File: src/hdl/dps_pkg.sv
// Purpose: Constants for the debug and serial pin function select
// Assumes: Field codes below match the pad configuration encoding
// Notes:   Shared by the select top and its two cells
package dps_pkg;

  // ----------------------------------------------------------------
  // Pad configuration fields
  // ----------------------------------------------------------------
  localparam logic [3:0] DPS_CFG_ALT_OUT = 4'h9;
  localparam logic [3:0] DPS_CFG_ALT_OD = 4'hd;
  localparam int DPS_PB2_FIELD_LSB = 8;
  localparam int DPS_PC2_FIELD_LSB = 8;
  localparam int DPS_PC3_FIELD_LSB = 12;
  localparam int DPS_FIELD_W = 4;
  localparam int DPS_PCH_PC2_BIT = 1;
  localparam int DPS_DBG_GPIO_BIT = 5;
  localparam int DPS_T2_REMAP_BIT = 5;

  // ----------------------------------------------------------------
  // Serial controller modes
  // ----------------------------------------------------------------
  localparam logic [1:0] DPS_SC_OFF = 2'h0;
  localparam logic [1:0] DPS_SC_UART = 2'h1;
  localparam logic [1:0] DPS_SC_SPI = 2'h2;
  localparam logic [1:0] DPS_SC_TWI = 2'h3;

  // ----------------------------------------------------------------
  // Pad indices and reset values
  // ----------------------------------------------------------------
  localparam int DPS_NPAD = 5;
  localparam int DPS_PAD_PB2 = 0;
  localparam int DPS_PAD_DCK = 1;
  localparam int DPS_PAD_PC2 = 2;
  localparam int DPS_PAD_PC3 = 3;
  localparam int DPS_PAD_PC4 = 4;
  localparam logic DPS_PAD_RST = 1'b0;
  localparam logic DPS_IDLE_HIGH = 1'b1;

  typedef enum logic [1:0] {
    DPS_MODE_JTAG = 2'b01,
    DPS_MODE_SW = 2'b10
  } dps_mode_t;

endpackage

File: src/hdl/dps_pad_cell.sv
// Purpose: Registered output stage of one shared pad
// Assumes: Alternate function wins over general-purpose control
// Notes:   Pulls are decided by the caller
`timescale 1ns/1ps
module dps_pad_cell
  import dps_pkg::*;
(
  input wire logic clk_in,
  input wire logic rst_in,
  input wire logic ce_in,
  input wire logic alt_en_in,
  input wire logic alt_out_in,
  input wire logic alt_oe_in,
  input wire logic gp_out_in,
  input wire logic gp_oe_in,
  input wire logic pull_up_in,
  input wire logic pull_down_in,
  output logic pad_out,
  output logic pad_oe_out,
  output logic pull_up_out,
  output logic pull_down_out
);

  // ----------------------------------------------------------------
  // Drive selection
  // ----------------------------------------------------------------
  always_ff @(posedge clk_in) begin
    if (rst_in) begin
      pad_out <= DPS_PAD_RST;
      pad_oe_out <= DPS_PAD_RST;
    end else if (ce_in) begin
      pad_out <= alt_en_in ? alt_out_in : gp_out_in;
      pad_oe_out <= alt_en_in ? alt_oe_in : gp_oe_in;
    end
  end

  // ----------------------------------------------------------------
  // Pulls
  // ----------------------------------------------------------------
  always_ff @(posedge clk_in) begin
    if (rst_in) begin
      pull_up_out <= DPS_PAD_RST;
      pull_down_out <= DPS_PAD_RST;
    end else if (ce_in) begin
      pull_up_out <= pull_up_in;
      pull_down_out <= pull_down_in;
    end
  end

endmodule

File: src/hdl/dps_dbg_mode.sv
// Purpose: Debug port mode, JTAG or serial-wire
// Assumes: Switch request is a one-cycle pulse from the debug unit
// Notes:   External reset low always wins over a switch request
`timescale 1ns/1ps
module dps_dbg_mode
  import dps_pkg::*;
(
  input wire logic clk_in,
  input wire logic rst_in,
  input wire logic ce_in,
  input wire logic ext_reset_n_in,
  input wire logic sw_req_in,
  output logic sw_mode_out
);

  dps_mode_t state_r;
  dps_mode_t state_nxt;

  // ----------------------------------------------------------------
  // Next state
  // ----------------------------------------------------------------
  always_comb begin
    state_nxt = state_r;
    case (state_r)
      DPS_MODE_JTAG: begin
        if (sw_req_in) begin
          state_nxt = DPS_MODE_SW;
        end
      end
      DPS_MODE_SW: begin
        state_nxt = DPS_MODE_SW;
      end
      default: begin
        state_nxt = DPS_MODE_JTAG;
      end
    endcase
    // Reset pin forces JTAG
    if (!ext_reset_n_in) begin
      state_nxt = DPS_MODE_JTAG;
    end
  end

  // JTAG after power-up
  always_ff @(posedge clk_in) begin
    if (rst_in) begin
      state_r <= DPS_MODE_JTAG;
    end else if (ce_in) begin
      state_r <= state_nxt;
    end
  end

  assign sw_mode_out = state_r[1];
endmodule

File: src/hdl/dps_pin_select.sv
// Purpose: Function select for port B pin 2 and the debug pins
// Assumes: All inputs synchronous to clk_in; one-cycle output latency
// Notes:   Pad index 0 pb2, 1 debug clock, 2..4 port C pins 2..4
`timescale 1ns/1ps

// Summary of operation
// SPI master routes port_b_pin2 as data in
// SPI slave routes port_b_pin2 as data in
// Two-wire clock open-drain when timer not remapped
// UART mode receives from port_b_pin2
// Remapped enabled timer channel drives port_b_pin2
// Remapped timer channel input from port_b_pin2
// Debug clock: serial-wire bidir, JTAG input pulled down
// port_c_pin2 GPIO needs debug bit and high-config clear
// JTAG mode drives data out on port_c_pin2
// Async trace out in serial-wire, pulled up
// Sync trace data line on port_c_pin2
// port_c_pin3 GPIO with debug bit or serial-wire
// JTAG data in on port_c_pin3, pulled up
// Sync trace clock on port_c_pin3
// port_c_pin4 GPIO only with debug bit
// JTAG mode after power-up and reset pin
// JTAG mode select on port_c_pin4, pulled up
// Debugger switch gives serial-wire data on port_c_pin4
// No alternate function leaves pin to GPIO
module dps_pin_select
  import dps_pkg::*;
#(
  parameter int CFG_W = 16,
  parameter int DBG_W = 8,
  parameter int REMAP_W = 8
)
(
  input wire logic clk_in,
  input wire logic rst_in,
  input wire logic ce_in,
  input wire logic external_reset_pin_n_in,
  input wire logic sw_switch_req_in,
  input wire logic [1:0] serctl1_mode_select_in,
  input wire logic serctl1_spi_config_master_in,
  input wire logic serctl1_twowire_drive_low_in,
  input wire logic timer2_output_enable_reg_in,
  input wire logic [REMAP_W-1:0] timer2_remap_reg_in,
  input wire logic timer2_channel2_drive_in,
  input wire logic [CFG_W-1:0] port_b_low_config_in,
  input wire logic [CFG_W-1:0] port_c_low_config_in,
  input wire logic [CFG_W-1:0] port_c_high_config_in,
  input wire logic [DBG_W-1:0] debug_pin_config_in,
  input wire logic trace_enable_in,
  input wire logic trace_async_sel_in,
  input wire logic trace_sync4_sel_in,
  input wire logic async_trace_data_in,
  input wire logic sync_trace_data_in,
  input wire logic sync_trace_clock_in,
  input wire logic jtag_data_out_in,
  input wire logic sw_clock_drive_in,
  input wire logic sw_clock_oe_in,
  input wire logic sw_data_drive_in,
  input wire logic sw_data_oe_in,
  input wire logic [3:0] gpio_drive_in,
  input wire logic [3:0] gpio_oe_in,
  input wire logic [DPS_NPAD-1:0] pad_in,
  output logic [DPS_NPAD-1:0] pad_out,
  output logic [DPS_NPAD-1:0] pad_oe_out,
  output logic [DPS_NPAD-1:0] pad_pull_up_out,
  output logic [DPS_NPAD-1:0] pad_pull_down_out,
  output logic [3:0] gpio_sample_out,
  output logic serctl1_spi_master_in_out,
  output logic serctl1_spi_slave_in_out,
  output logic serctl1_uart_receive_out,
  output logic serctl1_twowire_clock_out,
  output logic timer2_channel2_out,
  output logic jtag_clock_pin_out,
  output logic jtag_data_in_pin_out,
  output logic jtag_mode_select_pin_out,
  output logic sw_clock_out,
  output logic sw_data_out,
  output logic debug_sw_mode_out
);

  logic sw_mode;
  logic jtag_mode;
  logic [3:0] pb2_field;
  logic [3:0] pc2_field;
  logic [3:0] pc3_field;
  logic sc_spi;
  logic sc_twi;
  logic sc_uart;
  logic t2_remap;
  logic t2_drive;
  logic scl_sel;
  logic dbg_gpio;
  logic pc2_gpio;
  logic pc2_sync;
  logic pc2_async;
  logic pc2_tdo;
  logic pc3_clk;
  logic pc3_gpio;
  logic [DPS_NPAD-1:0] alt_en;
  logic [DPS_NPAD-1:0] alt_out;
  logic [DPS_NPAD-1:0] alt_oe;
  logic [DPS_NPAD-1:0] gp_out;
  logic [DPS_NPAD-1:0] gp_oe;
  logic [DPS_NPAD-1:0] pu;
  logic [DPS_NPAD-1:0] pd;

  // ----------------------------------------------------------------
  // Debug mode
  // ----------------------------------------------------------------
  dps_dbg_mode u_mode (
    .clk_in(clk_in),
    .rst_in(rst_in),
    .ce_in(ce_in),
    .ext_reset_n_in(external_reset_pin_n_in),
    .sw_req_in(sw_switch_req_in),
    .sw_mode_out(sw_mode)
  );

  assign jtag_mode = !sw_mode;
  assign debug_sw_mode_out = sw_mode;

  // ----------------------------------------------------------------
  // Select decode
  // ----------------------------------------------------------------
  assign pb2_field = port_b_low_config_in[DPS_PB2_FIELD_LSB +: DPS_FIELD_W];
  assign pc2_field = port_c_low_config_in[DPS_PC2_FIELD_LSB +: DPS_FIELD_W];
  assign pc3_field = port_c_low_config_in[DPS_PC3_FIELD_LSB +: DPS_FIELD_W];
  assign sc_spi = serctl1_mode_select_in == DPS_SC_SPI;
  assign sc_twi = serctl1_mode_select_in == DPS_SC_TWI;
  assign sc_uart = serctl1_mode_select_in == DPS_SC_UART;
  assign t2_remap = timer2_remap_reg_in[DPS_T2_REMAP_BIT];
  assign dbg_gpio = debug_pin_config_in[DPS_DBG_GPIO_BIT];

  // remapped timer output
  assign t2_drive = t2_remap && timer2_output_enable_reg_in &&
                    pb2_field == DPS_CFG_ALT_OUT;
  // two-wire clock only if timer not on the pin
  assign scl_sel = sc_twi && pb2_field == DPS_CFG_ALT_OD &&
                   !(timer2_output_enable_reg_in && t2_remap);
  // GPIO release of port_c_pin2
  assign pc2_gpio = dbg_gpio && !port_c_high_config_in[DPS_PCH_PC2_BIT];
  // four-wire sync trace data
  assign pc2_sync = trace_enable_in && trace_sync4_sel_in &&
                    pc2_field == DPS_CFG_ALT_OUT;
  // async trace needs serial-wire mode
  assign pc2_async = trace_enable_in && trace_async_sel_in &&
                     pc2_field == DPS_CFG_ALT_OUT && sw_mode;
  // JTAG data out unless released
  assign pc2_tdo = jtag_mode && !pc2_gpio;
  // sync trace clock
  assign pc3_clk = trace_enable_in && pc3_field == DPS_CFG_ALT_OUT;
  // GPIO release of port_c_pin3
  assign pc3_gpio = dbg_gpio || sw_mode;

  // ----------------------------------------------------------------
  // Per-pad alternate and GPIO terms
  // ----------------------------------------------------------------
  always_comb begin
    alt_en = '0;
    alt_out = '0;
    alt_oe = '0;
    pu = '0;
    pd = '0;
    // GPIO control by default
    gp_out = {gpio_drive_in[3:1], 1'b0, gpio_drive_in[0]};
    gp_oe = {gpio_oe_in[3:1], 1'b0, gpio_oe_in[0]};

    // Timer first, so a remap collision never fights the clock
    if (t2_drive) begin
      alt_en[DPS_PAD_PB2] = 1'b1;
      alt_out[DPS_PAD_PB2] = timer2_channel2_drive_in;
      alt_oe[DPS_PAD_PB2] = 1'b1;
    end else if (scl_sel) begin
      // Open drain: drive low only
      alt_en[DPS_PAD_PB2] = 1'b1;
      alt_oe[DPS_PAD_PB2] = serctl1_twowire_drive_low_in;
    end

    // debug clock pin
    alt_en[DPS_PAD_DCK] = 1'b1;
    if (sw_mode) begin
      alt_out[DPS_PAD_DCK] = sw_clock_drive_in;
      alt_oe[DPS_PAD_DCK] = sw_clock_oe_in;
    end else begin
      pd[DPS_PAD_DCK] = 1'b1;
    end

    // Trace before debug; sync wins over async on a clash
    if (pc2_sync) begin
      alt_en[DPS_PAD_PC2] = 1'b1;
      alt_out[DPS_PAD_PC2] = sync_trace_data_in;
      alt_oe[DPS_PAD_PC2] = 1'b1;
    end else if (pc2_async) begin
      alt_en[DPS_PAD_PC2] = 1'b1;
      alt_out[DPS_PAD_PC2] = async_trace_data_in;
      alt_oe[DPS_PAD_PC2] = 1'b1;
      pu[DPS_PAD_PC2] = 1'b1;
    end else if (pc2_tdo) begin
      alt_en[DPS_PAD_PC2] = 1'b1;
      alt_out[DPS_PAD_PC2] = jtag_data_out_in;
      alt_oe[DPS_PAD_PC2] = 1'b1;
    end else if (!pc2_gpio) begin
      // Not released: keep the pad off
      alt_en[DPS_PAD_PC2] = 1'b1;
    end

    if (pc3_clk) begin
      alt_en[DPS_PAD_PC3] = 1'b1;
      alt_out[DPS_PAD_PC3] = sync_trace_clock_in;
      alt_oe[DPS_PAD_PC3] = 1'b1;
    end else if (!pc3_gpio) begin
      // JTAG data in, pulled up
      alt_en[DPS_PAD_PC3] = 1'b1;
      pu[DPS_PAD_PC3] = 1'b1;
    end

    // only the debug bit frees port_c_pin4
    if (!dbg_gpio) begin
      alt_en[DPS_PAD_PC4] = 1'b1;
      pu[DPS_PAD_PC4] = 1'b1;
      if (sw_mode) begin
        // serial-wire data
        alt_out[DPS_PAD_PC4] = sw_data_drive_in;
        alt_oe[DPS_PAD_PC4] = sw_data_oe_in;
      end
    end
  end

  // ----------------------------------------------------------------
  // Pad cells
  // ----------------------------------------------------------------
  for (genvar i = 0; i < DPS_NPAD; i++) begin : g_pad
    dps_pad_cell u_cell (
      .clk_in(clk_in),
      .rst_in(rst_in),
      .ce_in(ce_in),
      .alt_en_in(alt_en[i]),
      .alt_out_in(alt_out[i]),
      .alt_oe_in(alt_oe[i]),
      .gp_out_in(gp_out[i]),
      .gp_oe_in(gp_oe[i]),
      .pull_up_in(pu[i]),
      .pull_down_in(pd[i]),
      .pad_out(pad_out[i]),
      .pad_oe_out(pad_oe_out[i]),
      .pull_up_out(pad_pull_up_out[i]),
      .pull_down_out(pad_pull_down_out[i])
    );
  end

  // ----------------------------------------------------------------
  // Serial controller and timer inputs
  // ----------------------------------------------------------------
  always_ff @(posedge clk_in) begin
    if (rst_in) begin
      serctl1_spi_master_in_out <= DPS_PAD_RST;
      serctl1_spi_slave_in_out <= DPS_PAD_RST;
      serctl1_uart_receive_out <= DPS_IDLE_HIGH;
      serctl1_twowire_clock_out <= DPS_IDLE_HIGH;
      timer2_channel2_out <= DPS_PAD_RST;
    end else if (ce_in) begin
      // master data in
      serctl1_spi_master_in_out <= sc_spi && serctl1_spi_config_master_in &&
                                   pad_in[DPS_PAD_PB2];
      // slave data in
      serctl1_spi_slave_in_out <= sc_spi && !serctl1_spi_config_master_in &&
                                  pad_in[DPS_PAD_PB2];
      // UART receive, idle high otherwise
      serctl1_uart_receive_out <= sc_uart ? pad_in[DPS_PAD_PB2] : 1'b1;
      serctl1_twowire_clock_out <= scl_sel ? pad_in[DPS_PAD_PB2] : 1'b1;
      // timer input needs remap
      timer2_channel2_out <= t2_remap && pad_in[DPS_PAD_PB2];
    end
  end

  // ----------------------------------------------------------------
  // Debug inputs
  // ----------------------------------------------------------------
  always_ff @(posedge clk_in) begin
    if (rst_in) begin
      jtag_clock_pin_out <= DPS_PAD_RST;
      jtag_data_in_pin_out <= DPS_IDLE_HIGH;
      jtag_mode_select_pin_out <= DPS_IDLE_HIGH;
      sw_clock_out <= DPS_PAD_RST;
      sw_data_out <= DPS_IDLE_HIGH;
    end else if (ce_in) begin
      // clock by mode
      jtag_clock_pin_out <= jtag_mode && pad_in[DPS_PAD_DCK];
      sw_clock_out <= sw_mode && pad_in[DPS_PAD_DCK];
      jtag_data_in_pin_out <= (jtag_mode && !pc3_gpio && !pc3_clk) ?
                              pad_in[DPS_PAD_PC3] : 1'b1;
      // mode select in JTAG
      jtag_mode_select_pin_out <= (jtag_mode && !dbg_gpio) ?
                                  pad_in[DPS_PAD_PC4] : 1'b1;
      sw_data_out <= (sw_mode && !dbg_gpio) ? pad_in[DPS_PAD_PC4] : 1'b1;
    end
  end

  // GPIO input samples follow the pads in every mode
  always_ff @(posedge clk_in) begin
    if (rst_in) begin
      gpio_sample_out <= '0;
    end else if (ce_in) begin
      gpio_sample_out <= {pad_in[DPS_PAD_PC4:DPS_PAD_PC2],
                          pad_in[DPS_PAD_PB2]};
    end
  end
endmodule

File: config.mk
export PLATFORM = sky130hd
export DESIGN_NAME = dps_pin_select
export DESIGN_NICKNAME = d
export VERILOG_FILES = /design/src/hdl/dps_pkg.sv /design/src/hdl/dps_pad_cell.sv /design/src/hdl/dps_dbg_mode.sv /design/src/hdl/dps_pin_select.sv
export SDC_FILE = /design/constraint.sdc
export NUM_CORES = 1
export LEC_CHECK = 0
export ABC_AREA = 1
export BUFFER_PORTS_ARGS = -buffer_cell sky130_fd_sc_hd__buf_2
export CAP_MARGIN = 40
export CORE_MARGIN = 2
export CORE_UTILIZATION = 25
export CTS_CLUSTER_SIZE = 8
export DETAILED_ROUTE_END_ITERATION = 8
export PLACE_DENSITY = 0.58
export SLEW_MARGIN = 20
export SYNTH_ARGS = -nofsm -noshare
export SYNTH_HDL_FRONTEND = slang
export SYNTH_SLANG_ARGS = --single-unit
File: constraint.sdc
create_clock -name clk_in -period 1.5 [get_ports clk_in]
set_input_delay 0.075 -clock clk_in [delete_from_list [all_inputs] [get_ports clk_in]]
set_output_delay 0.075 -clock clk_in [all_outputs]
set_load 0.03 [all_outputs]
==> metrics.txt, run 1 <==
Syn Area/Cell 7.09 µm²; Hold Path Class primary input to register; Yosys cell types 24; Min Clock Period, post-route 1.26 ns; DRT Pass-1 Iters 4; crit share post-route 83.8%; DR vias 1,530; RSZ-0062 raised after global routing false; largest stage delay on the critical path 0.38 ns; P per Cell Area 980 nW/µm²; Reg2Reg Depth 5; first-pass GRT wire length 6180 µm; largest cells by area after synthesis dfxtp_1, nand2_1, buf_4; Synth Cell Area 1530 µm²; die height 82.3 µm; worst-path maximum fanout 7; # IOs 134; CP Data Arrival Time 1.47 ns; gr usage total 12.2%; CTS root buf clkbuf_8; maximum VDD drop 0.000413 V; CP bufs+invs 1; Setup crit start kind register; initial antenna violation count 0; Worst path slowest cell dfxtp_2; DRC 0; Post-synth EDFFs 0; Crit path max-delay family flip-flops; hold slack final 0.0248 ns; total placed cells including tap cells 350; Syn-to-layout area delta 28.4%; yosys warns 0; Hold Violations, Final 0; CTS tree done; Max Cap Viol 0; H-Tree Depth 2; Yosys top cell area share 39.2%; layout cells sized above 1 35.7%; outcome finished clean; vias in the first global route 1,354; Worst-path clk slew 0.06 ns; final setup TNS 0 ns; WP data required 1.71 ns; Levels on crit path 5; Leak 1.02 nW; nets 382; final setup violation count 0; ANT nets after route 0; Crit Path Category register to register; Die W 82.3 µm; #FFs+latches synth 30; # port buffers 78; pin count of the biggest net entering global routing 18; non-filler cells, final 358; Placer Congestion 0.734; die area 6770 µm²; CTS Buf Count 5; worst-path cell chain inv_2, ha_1, o211ai_1, nand2_1, a21oi_1; Post-synth top cells nand2_1, dfxtp_1, a21oi_1; Post-synth ARST share 0%; Remaining Overflow, GRT 0; fin worst setup slack 0.243 ns; sequential element share of the synthesized area 39.2%; Core ar. 5920 µm²; Top FF cell, synth dfxtp_1; DPL Wire Length 3070 µm; Synth Instances 216; Worst Setup End Kind register; Clock Path Buffers 2; total wire length 3970 µm; clock latency on the worst-skew pair 0.28 ns; fmax 796 MHz; Max Slew Vio Count 0; Initial Util 25.9%; # rows 28; initial DRC count 38; Yosys top cell by area dfxtp_1; Worst Hold Path Cells 3; ANT cells 0; CTS sink count 30; count leader, synth nand2_1; DP Worst Slack 0.174 ns; DR WL/cell 11.1 µm; vias per inst 4.27; Worst Skew 0.00313 ns
## metrics by stage
step	power, mW	util, %	area [µm²]
after CTS	1.96	33.2	1970
final	1.93	33.2	1970
after global routing	2.05	33.2	1970
after detailed placement	1.28	31.7	1870
after global placement	1.28	31.7	1870
after floorplan	1.17	-	1550
## layer usage
layer,track usage (%),vias up,routed length (µm)
met5,0,-,0
met4,5.00,0,57
met3,3.59,7,300
met2,21.0,49,1890
met1,14.1,669,1720
li1,-,805,-
## registers in the layout (all words and copies together) (netlist names), 2 cells and up
signal                    flops
g_pad.u_cell.pad_out          5
gpio_sample_out               4
u_mode.state_r                2
g_pad.u_cell.pad_oe_out       5
g_pad.u_cell.pull_up_out      3
## worst paths after layout
| kind | start | endpoint | slack, ns |
|---|---|---|---|
| setup / recovery | u_mode.state_r[1] | u_mode.state_r[1] | 0.24 |
| setup reg to reg | u_mode.state_r[1] | u_mode.state_r[1] | 0.24 |
| hold / removal | pad_in[2] | gpio_sample_out[1] | 0.02 |
| hold reg to reg | gpio_sample_out[0] | gpio_sample_out[0] | 0.46 |
## cells in the final DEF (no fill, tap or decap), types with 4 or more instances in the layout
cell type / count
buf_2: 78
nand2_1: 44
dfxtp_1: 29
a21oi_1: 23
nor2_1: 20
inv_1: 18
nand3_1: 18
o21ai_0: 13
conb_1: 6
clkbuf_8: 6
inv_2: 4
buf_4: 4
## timing repair
item                                    CTS  global route
hold buffers                              0             0
resized for setup                         0             1
buffers inserted                          0             0
hold endpoints to repair                  0             0
endpoints found under the setup margin    0             1
## report_power, final
| group | leakage [nW] | total, mW | internal [mW] | switching, mW |
|---|---|---|---|---|
| clock | 0.0482 | 0.667 | 0.369 | 0.298 |
| combinational | 0.724 | 0.396 | 0.135 | 0.261 |
| sequential | 0.247 | 0.865 | 0.843 | 0.0223 |
| total | 1.02 | 1.93 | 1.35 | 0.580 |
## final cells by class
class                           instances  area [µm²]
Inverter                               22        82.6
Tap cell                               75        93.8
Clock inverter                          1        5.00
Clock buffer                            7        86.3
Fill cell                             686        3950
Multi-Input combinational cell        141         677
Timing Repair Buffer                   82         420
Sequential cell                        30         602
## tightest hold or removal path, delay by kind of cell
family / cells / cell delay, ns
buf+inv: 1 / 0.07
simple gates: 2 / 0.11
## kinds of logic (layout without fill, tap and decap cells)
logic type,after synthesis,after routing,synth area share (%)
compound gates,42,42,14.6
fa+ha+maj,1,1,0.817
buf+inv,50,112,17.8
flops,30,30,39.2
other cells,1,6,0.245
simple gates,92,92,27.3
Power figures use the tool's default switching activity.
==> inputs of run 2 (changes only) <==
--- a/config.mk
+++ b/config.mk
@@ -12,7 +12,7 @@
 export CORE_UTILIZATION = 25
 export CTS_CLUSTER_SIZE = 8
 export DETAILED_ROUTE_END_ITERATION = 8
-export PLACE_DENSITY = 0.58
+export PLACE_DENSITY = 0.6
 export SLEW_MARGIN = 20
 export SYNTH_ARGS = -nofsm -noshare
 export SYNTH_HDL_FRONTEND = slang
==> constraint.sdc (replaced) <==
create_clock -name clk_in -period 1.1 [get_ports clk_in]
set_input_delay 0.055 -clock clk_in [delete_from_list [all_inputs] [get_ports clk_in]]
set_output_delay 0.055 -clock clk_in [all_outputs]
set_load 0.03 [all_outputs]
==> metrics.txt, run 2 (same netlist as run 1, synthesis figures left out) <==
worst-path maximum fanout 4 (-3); Hold Path Class primary input to register; Worst-path clk slew 0.07 ns (about the same); Area after DPL 1930 µm² (+3.1%); most common cell after layout, fill and taps aside buf_2; gr usage total 12.2% (-0.051 points); register area 604 µm² (+0.42%); DR WL/cell 10.9 µm (-1.3%); vias per inst 4.22 (-1.2%); vias in the first global route 1,368 (+1.0%); most frequent cells in the layout buf_2, nand2_1, dfxtp_1; Die W 82.3 µm (unchanged); clock latency on the worst-skew pair 0.28 ns (about the same); RSZ-0062 raised after global routing true; Placer Congestion 0.666 (-9.3%); Finished Cell Area 2060 µm² (+4.8%); ANT cells 0 (unchanged); CTS tree done; Min Clock Period, post-route 1.10 ns (-0.162 ns); # IOs 134 (unchanged); P per Cell Area 1310 nW/µm² (+34%); nets 389 (+1.8%); fmax 913 MHz (+15%); Syn-to-layout area delta 34.6%; Max Slew Vio Count 0 (unchanged); initial antenna violation count 0 (unchanged); total wire length 4000 µm (+0.58%); non-filler cells, final 365 (+2.0%); CTS sink count 30 (unchanged); DR vias 1,541 (+0.72%); # port buffers 78 (unchanged); Crit Path Category register to register; first-pass GRT wire length 6080 µm (-1.6%); DRT Pass-1 Iters 4 (unchanged); CTS Buf Count 5 (unchanged); Hold Violations, Final 0 (unchanged); Worst Setup End Kind register; Initial Util 25.9% (unchanged); # rows 28 (unchanged); ANT nets after route 0 (unchanged); Max Cap Viol 0 (unchanged); Largest regs g_pad.u_cell.pad_oe_out: 5 flops, g_pad.u_cell.pad_out: 5 flops, gpio_sample_out: 4 flops; total placed cells including tap cells 355 (+1.4%); maximum VDD drop 0.000410 V (-0.70%); Leak 1.06 nW (+3.8%); multi-input logic area 702 µm² (+3.7%); post-CTS setup buffers 0 (unchanged); DRC 0 (unchanged); initial DRC count 41 (+7.9%); CTS root buf clkbuf_8; Worst Skew 0.00352 ns (+0.000396 ns); crit share post-route 99.6% (+16 points); fin util 34.8% (+1.6 points); Core ar. 5920 µm² (unchanged); H-Tree Depth 2 (unchanged); die area 6770 µm² (unchanged); pin count of the biggest net entering global routing 16 (-2); die height 82.3 µm (unchanged); final setup violation count 0 (unchanged); DPL Wire Length 3060 µm (-0.16%); Setup crit start kind register; Clock Path Buffers 2 (unchanged); CP Data Arrival Time 1.30 ns (-0.17 ns); layout cells sized above 1 38.3% (+2.6 points); Remaining Overflow, GRT 0 (unchanged); WP data required 1.31 ns (-0.40 ns); fill count 650 (-5.2%); outcome finished clean
==> run 2: layout make-up <==
class / count / share of cell area (%)
Multi-Input combinational cell: 141 / 34.1
Sequential cell: 30 / 29.3
Timing Repair Buffer: 89 / 23.2
Tap cell: 75 / 4.55
Inverter: 22 / 4.25
Clock buffer: 6 / 4.01
Clock inverter: 2 / 0.607
==> run 2: path summary, 6_finish.rpt <==
kind / start / end / slack (ns) / cells past startpoint
hold / removal: sw_clock_drive_in / g_pad[1].u_cell.pad_out / 0.02 / 3
hold reg to reg: serctl1_spi_slave_in_out / serctl1_spi_slave_in_out / 0.46 / 2
setup reg to reg: u_mode.state_r[1] / u_mode.state_r[1] / 0.005 / 5
setup / recovery: u_mode.state_r[1] / u_mode.state_r[1] / 0.005 / 5
==> run 2: per-layer routing <==
metal,track usage (%),wire length [µm]
met5,0,0
met4,5.50,60
met3,3.37,262
met2,22.5,1980
met1,12.6,1700
==> run 2: timing repair <==
| item | 4_1_cts | 5_1_grt |
|---|---|---|
| resized for setup | 0 | 3 |
| hold buffers | 2 | 0 |
| endpoints found under the setup margin | 1 | 4 |
| pin swaps | 1 | 1 |
| hold endpoints to repair | 2 | 0 |
==> run 2: critical path, stage by stage (launching register included) <==
cell and delay, ns:
dfxtp_4 0.39, inv_6 0.05, ha_4 0.19, o211ai_1 0.19, nand2_1 0.07, a21oi_1 0.13
==> run 2: power breakdown <==
part	leakage, nW	switching (mW)	internal (mW)	total [mW]
Combinational	0.763	0.363	0.210	0.573
Sequential	0.248	0.0339	1.15	1.18
Clock	0.0472	0.442	0.502	0.944
==> run 2: through the flow <==
step / hold WS, ns / setup slack, ns / power, mW / TNS, ns
floorplan: 0.149 / -0.00531 / 1.61 / -0.00531
CTS: 0.00652 / -0.0118 / 2.74 / -0.0118
global route: 0.0107 / -0.0486 / 2.84 / -0.0765
detailed placement: 0.290 / -0.0153 / 1.78 / -0.0153
finish: 0.0156 / 0.00474 / 2.70 / 0
global placement: 0.282 / 0.0258 / 1.77 / 0
==> inputs of run 3 (changes only) <==
--- a/config.mk
+++ b/config.mk
@@ -13,7 +13,7 @@
 export CTS_CLUSTER_SIZE = 8
 export DETAILED_ROUTE_END_ITERATION = 8
 export PLACE_DENSITY = 0.6
-export SLEW_MARGIN = 20
+export SETUP_SLACK_MARGIN = 0.05
 export SYNTH_ARGS = -nofsm -noshare
 export SYNTH_HDL_FRONTEND = slang
 export SYNTH_SLANG_ARGS = --single-unit
==> metrics.txt, run 3 (same netlist as run 1, synthesis figures left out) <==
outcome finished clean; fin worst setup slack 0.0245 ns (+0.0197 ns); Hold Path Class primary input to register; die height 82.3 µm (unchanged); reg2reg end u_mode.state_r[1]; most common cell after layout, fill and taps aside buf_2; Setup crit start kind register; Setup crit end u_mode.state_r[1]; CTS root buf clkbuf_8; die area 6770 µm² (unchanged); non-filler cells, final 365 (unchanged); RSZ-0062 raised after global routing true; CP Data Arrival Time 1.28 ns (-0.02 ns); initial DRC count 28 (-32%); DR WL/cell 10.9 µm (-0.68%); pin count of the biggest net entering global routing 16 (unchanged); vias in the first global route 1,389 (+1.5%); most frequent cells in the layout buf_2, nand2_1, dfxtp_1; gr usage total 12.2% (+0.020 points); multi-input logic area 693 µm² (-1.2%); worst-path maximum fanout 4 (unchanged); Worst-path clk slew 0.07 ns (about the same); CTS sink count 30 (unchanged); CTS tree done; register area 604 µm² (unchanged); DP Worst Slack 0.00413 ns (+0.0195 ns); vias per inst 4.28 (+1.4%); hold slack final 0.0135 ns (-0.00215 ns); worst-path cell chain inv_6, ha_4, o211ai_1, nand2_1, a21oi_1; WP data required 1.31 ns (about the same); # port buffers 78 (unchanged); Initial Util 25.9% (unchanged); Hold Violations, Final 0 (unchanged); largest stage delay on the critical path 0.38 ns (about the same); fill count 652 (+0.31%); R2R Setup Slk 0.02 ns (+0.02 ns); DPL Wire Length 3060 µm (+0.14%); Placer Congestion 0.668 (+0.30%); post-CTS setup buffers 0 (unchanged); R2R Path Start u_mode.state_r[1]; Pwr Total 2.69 mW (-0.21%); DRT Pass-1 Iters 4 (unchanged); fmax 930 MHz (+1.8%); total wire length 3970 µm (-0.68%); Max Slew Vio Count 0 (unchanged); nets 389 (unchanged); Remaining Overflow, GRT 0 (unchanged); DR vias 1,562 (+1.4%); first-pass GRT wire length 6160 µm (+1.4%); fin util 34.7% (-0.11 points); Core ar. 5920 µm² (unchanged); Worst Skew 0.00371 ns (+0.000188 ns); Crit Path Category register to register; crit share post-route 97.8% (-1.8 points); Die W 82.3 µm (unchanged); P per Cell Area 1310 nW/µm² (about the same); initial antenna violation count 0 (unchanged); Worst path slowest cell dfxtp_4; final setup TNS 0 ns (unchanged); final setup violation count 0 (unchanged); Max Cap Viol 0 (unchanged); total placed cells including tap cells 355 (unchanged); CTS Buf Count 5 (unchanged); Leak 1.05 nW (-0.38%); H-Tree Depth 2 (unchanged); ANT cells 0 (unchanged); # rows 28 (unchanged); Finished Cell Area 2050 µm² (-0.30%); Largest regs g_pad.u_cell.pad_oe_out: 5 flops, g_pad.u_cell.pad_out: 5 flops, gpio_sample_out: 4 flops; clock latency on the worst-skew pair 0.28 ns (about the same); Area after DPL 1930 µm² (unchanged); # IOs 134 (unchanged); Syn-to-layout area delta 34.2%; Clock Path Buffers 2 (unchanged); Worst Setup End Kind register; Reg2Reg Depth 5 (unchanged); DRC 0 (unchanged); ANT nets after route 0 (unchanged); maximum VDD drop 0.000496 V (+21%); Min Clock Period, post-route 1.08 ns (-0.0197 ns); layout cells sized above 1 37.6% (-0.69 points); Worst Setup SP u_mode.state_r[1]
[run 3: layer usage]
| metal | wire (µm) | vias up | track usage [%] |
|---|---|---|---|
| li1 | - | 818 | - |
| met1 | 1650 | 687 | 12.8 |
| met2 | 1940 | 52 | 22.0 |
| met3 | 332 | 5 | 5.11 |
| met4 | 40 | 0 | 3.50 |
| met5 | 0 | - | 0 |
[run 3: layout make-up]
cell class / instances / share of cell area, %
multi-input cells: 141 / 33.7
flip-flops and latches: 30 / 29.4
repair buffers: 89 / 23.4
well taps: 75 / 4.57
inverters: 22 / 4.26
clock buffers: 6 / 4.02
clock inverters: 2 / 0.609
[run 3: worst min-delay path by stage]
stage | startpoint | end | depth (start not counted)
floorplan | debug_pin_config_in[5] | g_pad[4].u_cell.pull_up_out | 1
global placement | pad_in[2] | gpio_sample_out[1] | 3
detailed placement | pad_in[2] | gpio_sample_out[1] | 3
CTS | sw_clock_drive_in | g_pad[1].u_cell.pad_out | 3
global route | sw_clock_drive_in | g_pad[1].u_cell.pad_out | 3
finish | sw_clock_drive_in | g_pad[1].u_cell.pad_out | 3
[run 3: where the power goes]
part	internal, mW	switching [mW]	leakage [nW]
Clock	0.502	0.439	0.0472
Combinational	0.211	0.360	0.759
Sequential	1.15	0.0332	0.248
[run 3: critical path: cells and delay by family, from the launching register on]
kind | cells | cell delay [ns]
buffers and inverters | 1 | 0.05
adder cells (fa/ha/maj) | 1 | 0.19
AND/OR/NAND/NOR | 1 | 0.08
flip-flops | 1 | 0.38
AO/OA/AOI/OAI | 2 | 0.30
[run 3: repair_timing]
item                                    4_1_cts  5_1_grt
hold buffers                                  2        0
pin swaps                                     1        0
hold endpoints to repair                      2        0
resized for setup                             0        3
endpoints found under the setup margin        3        9
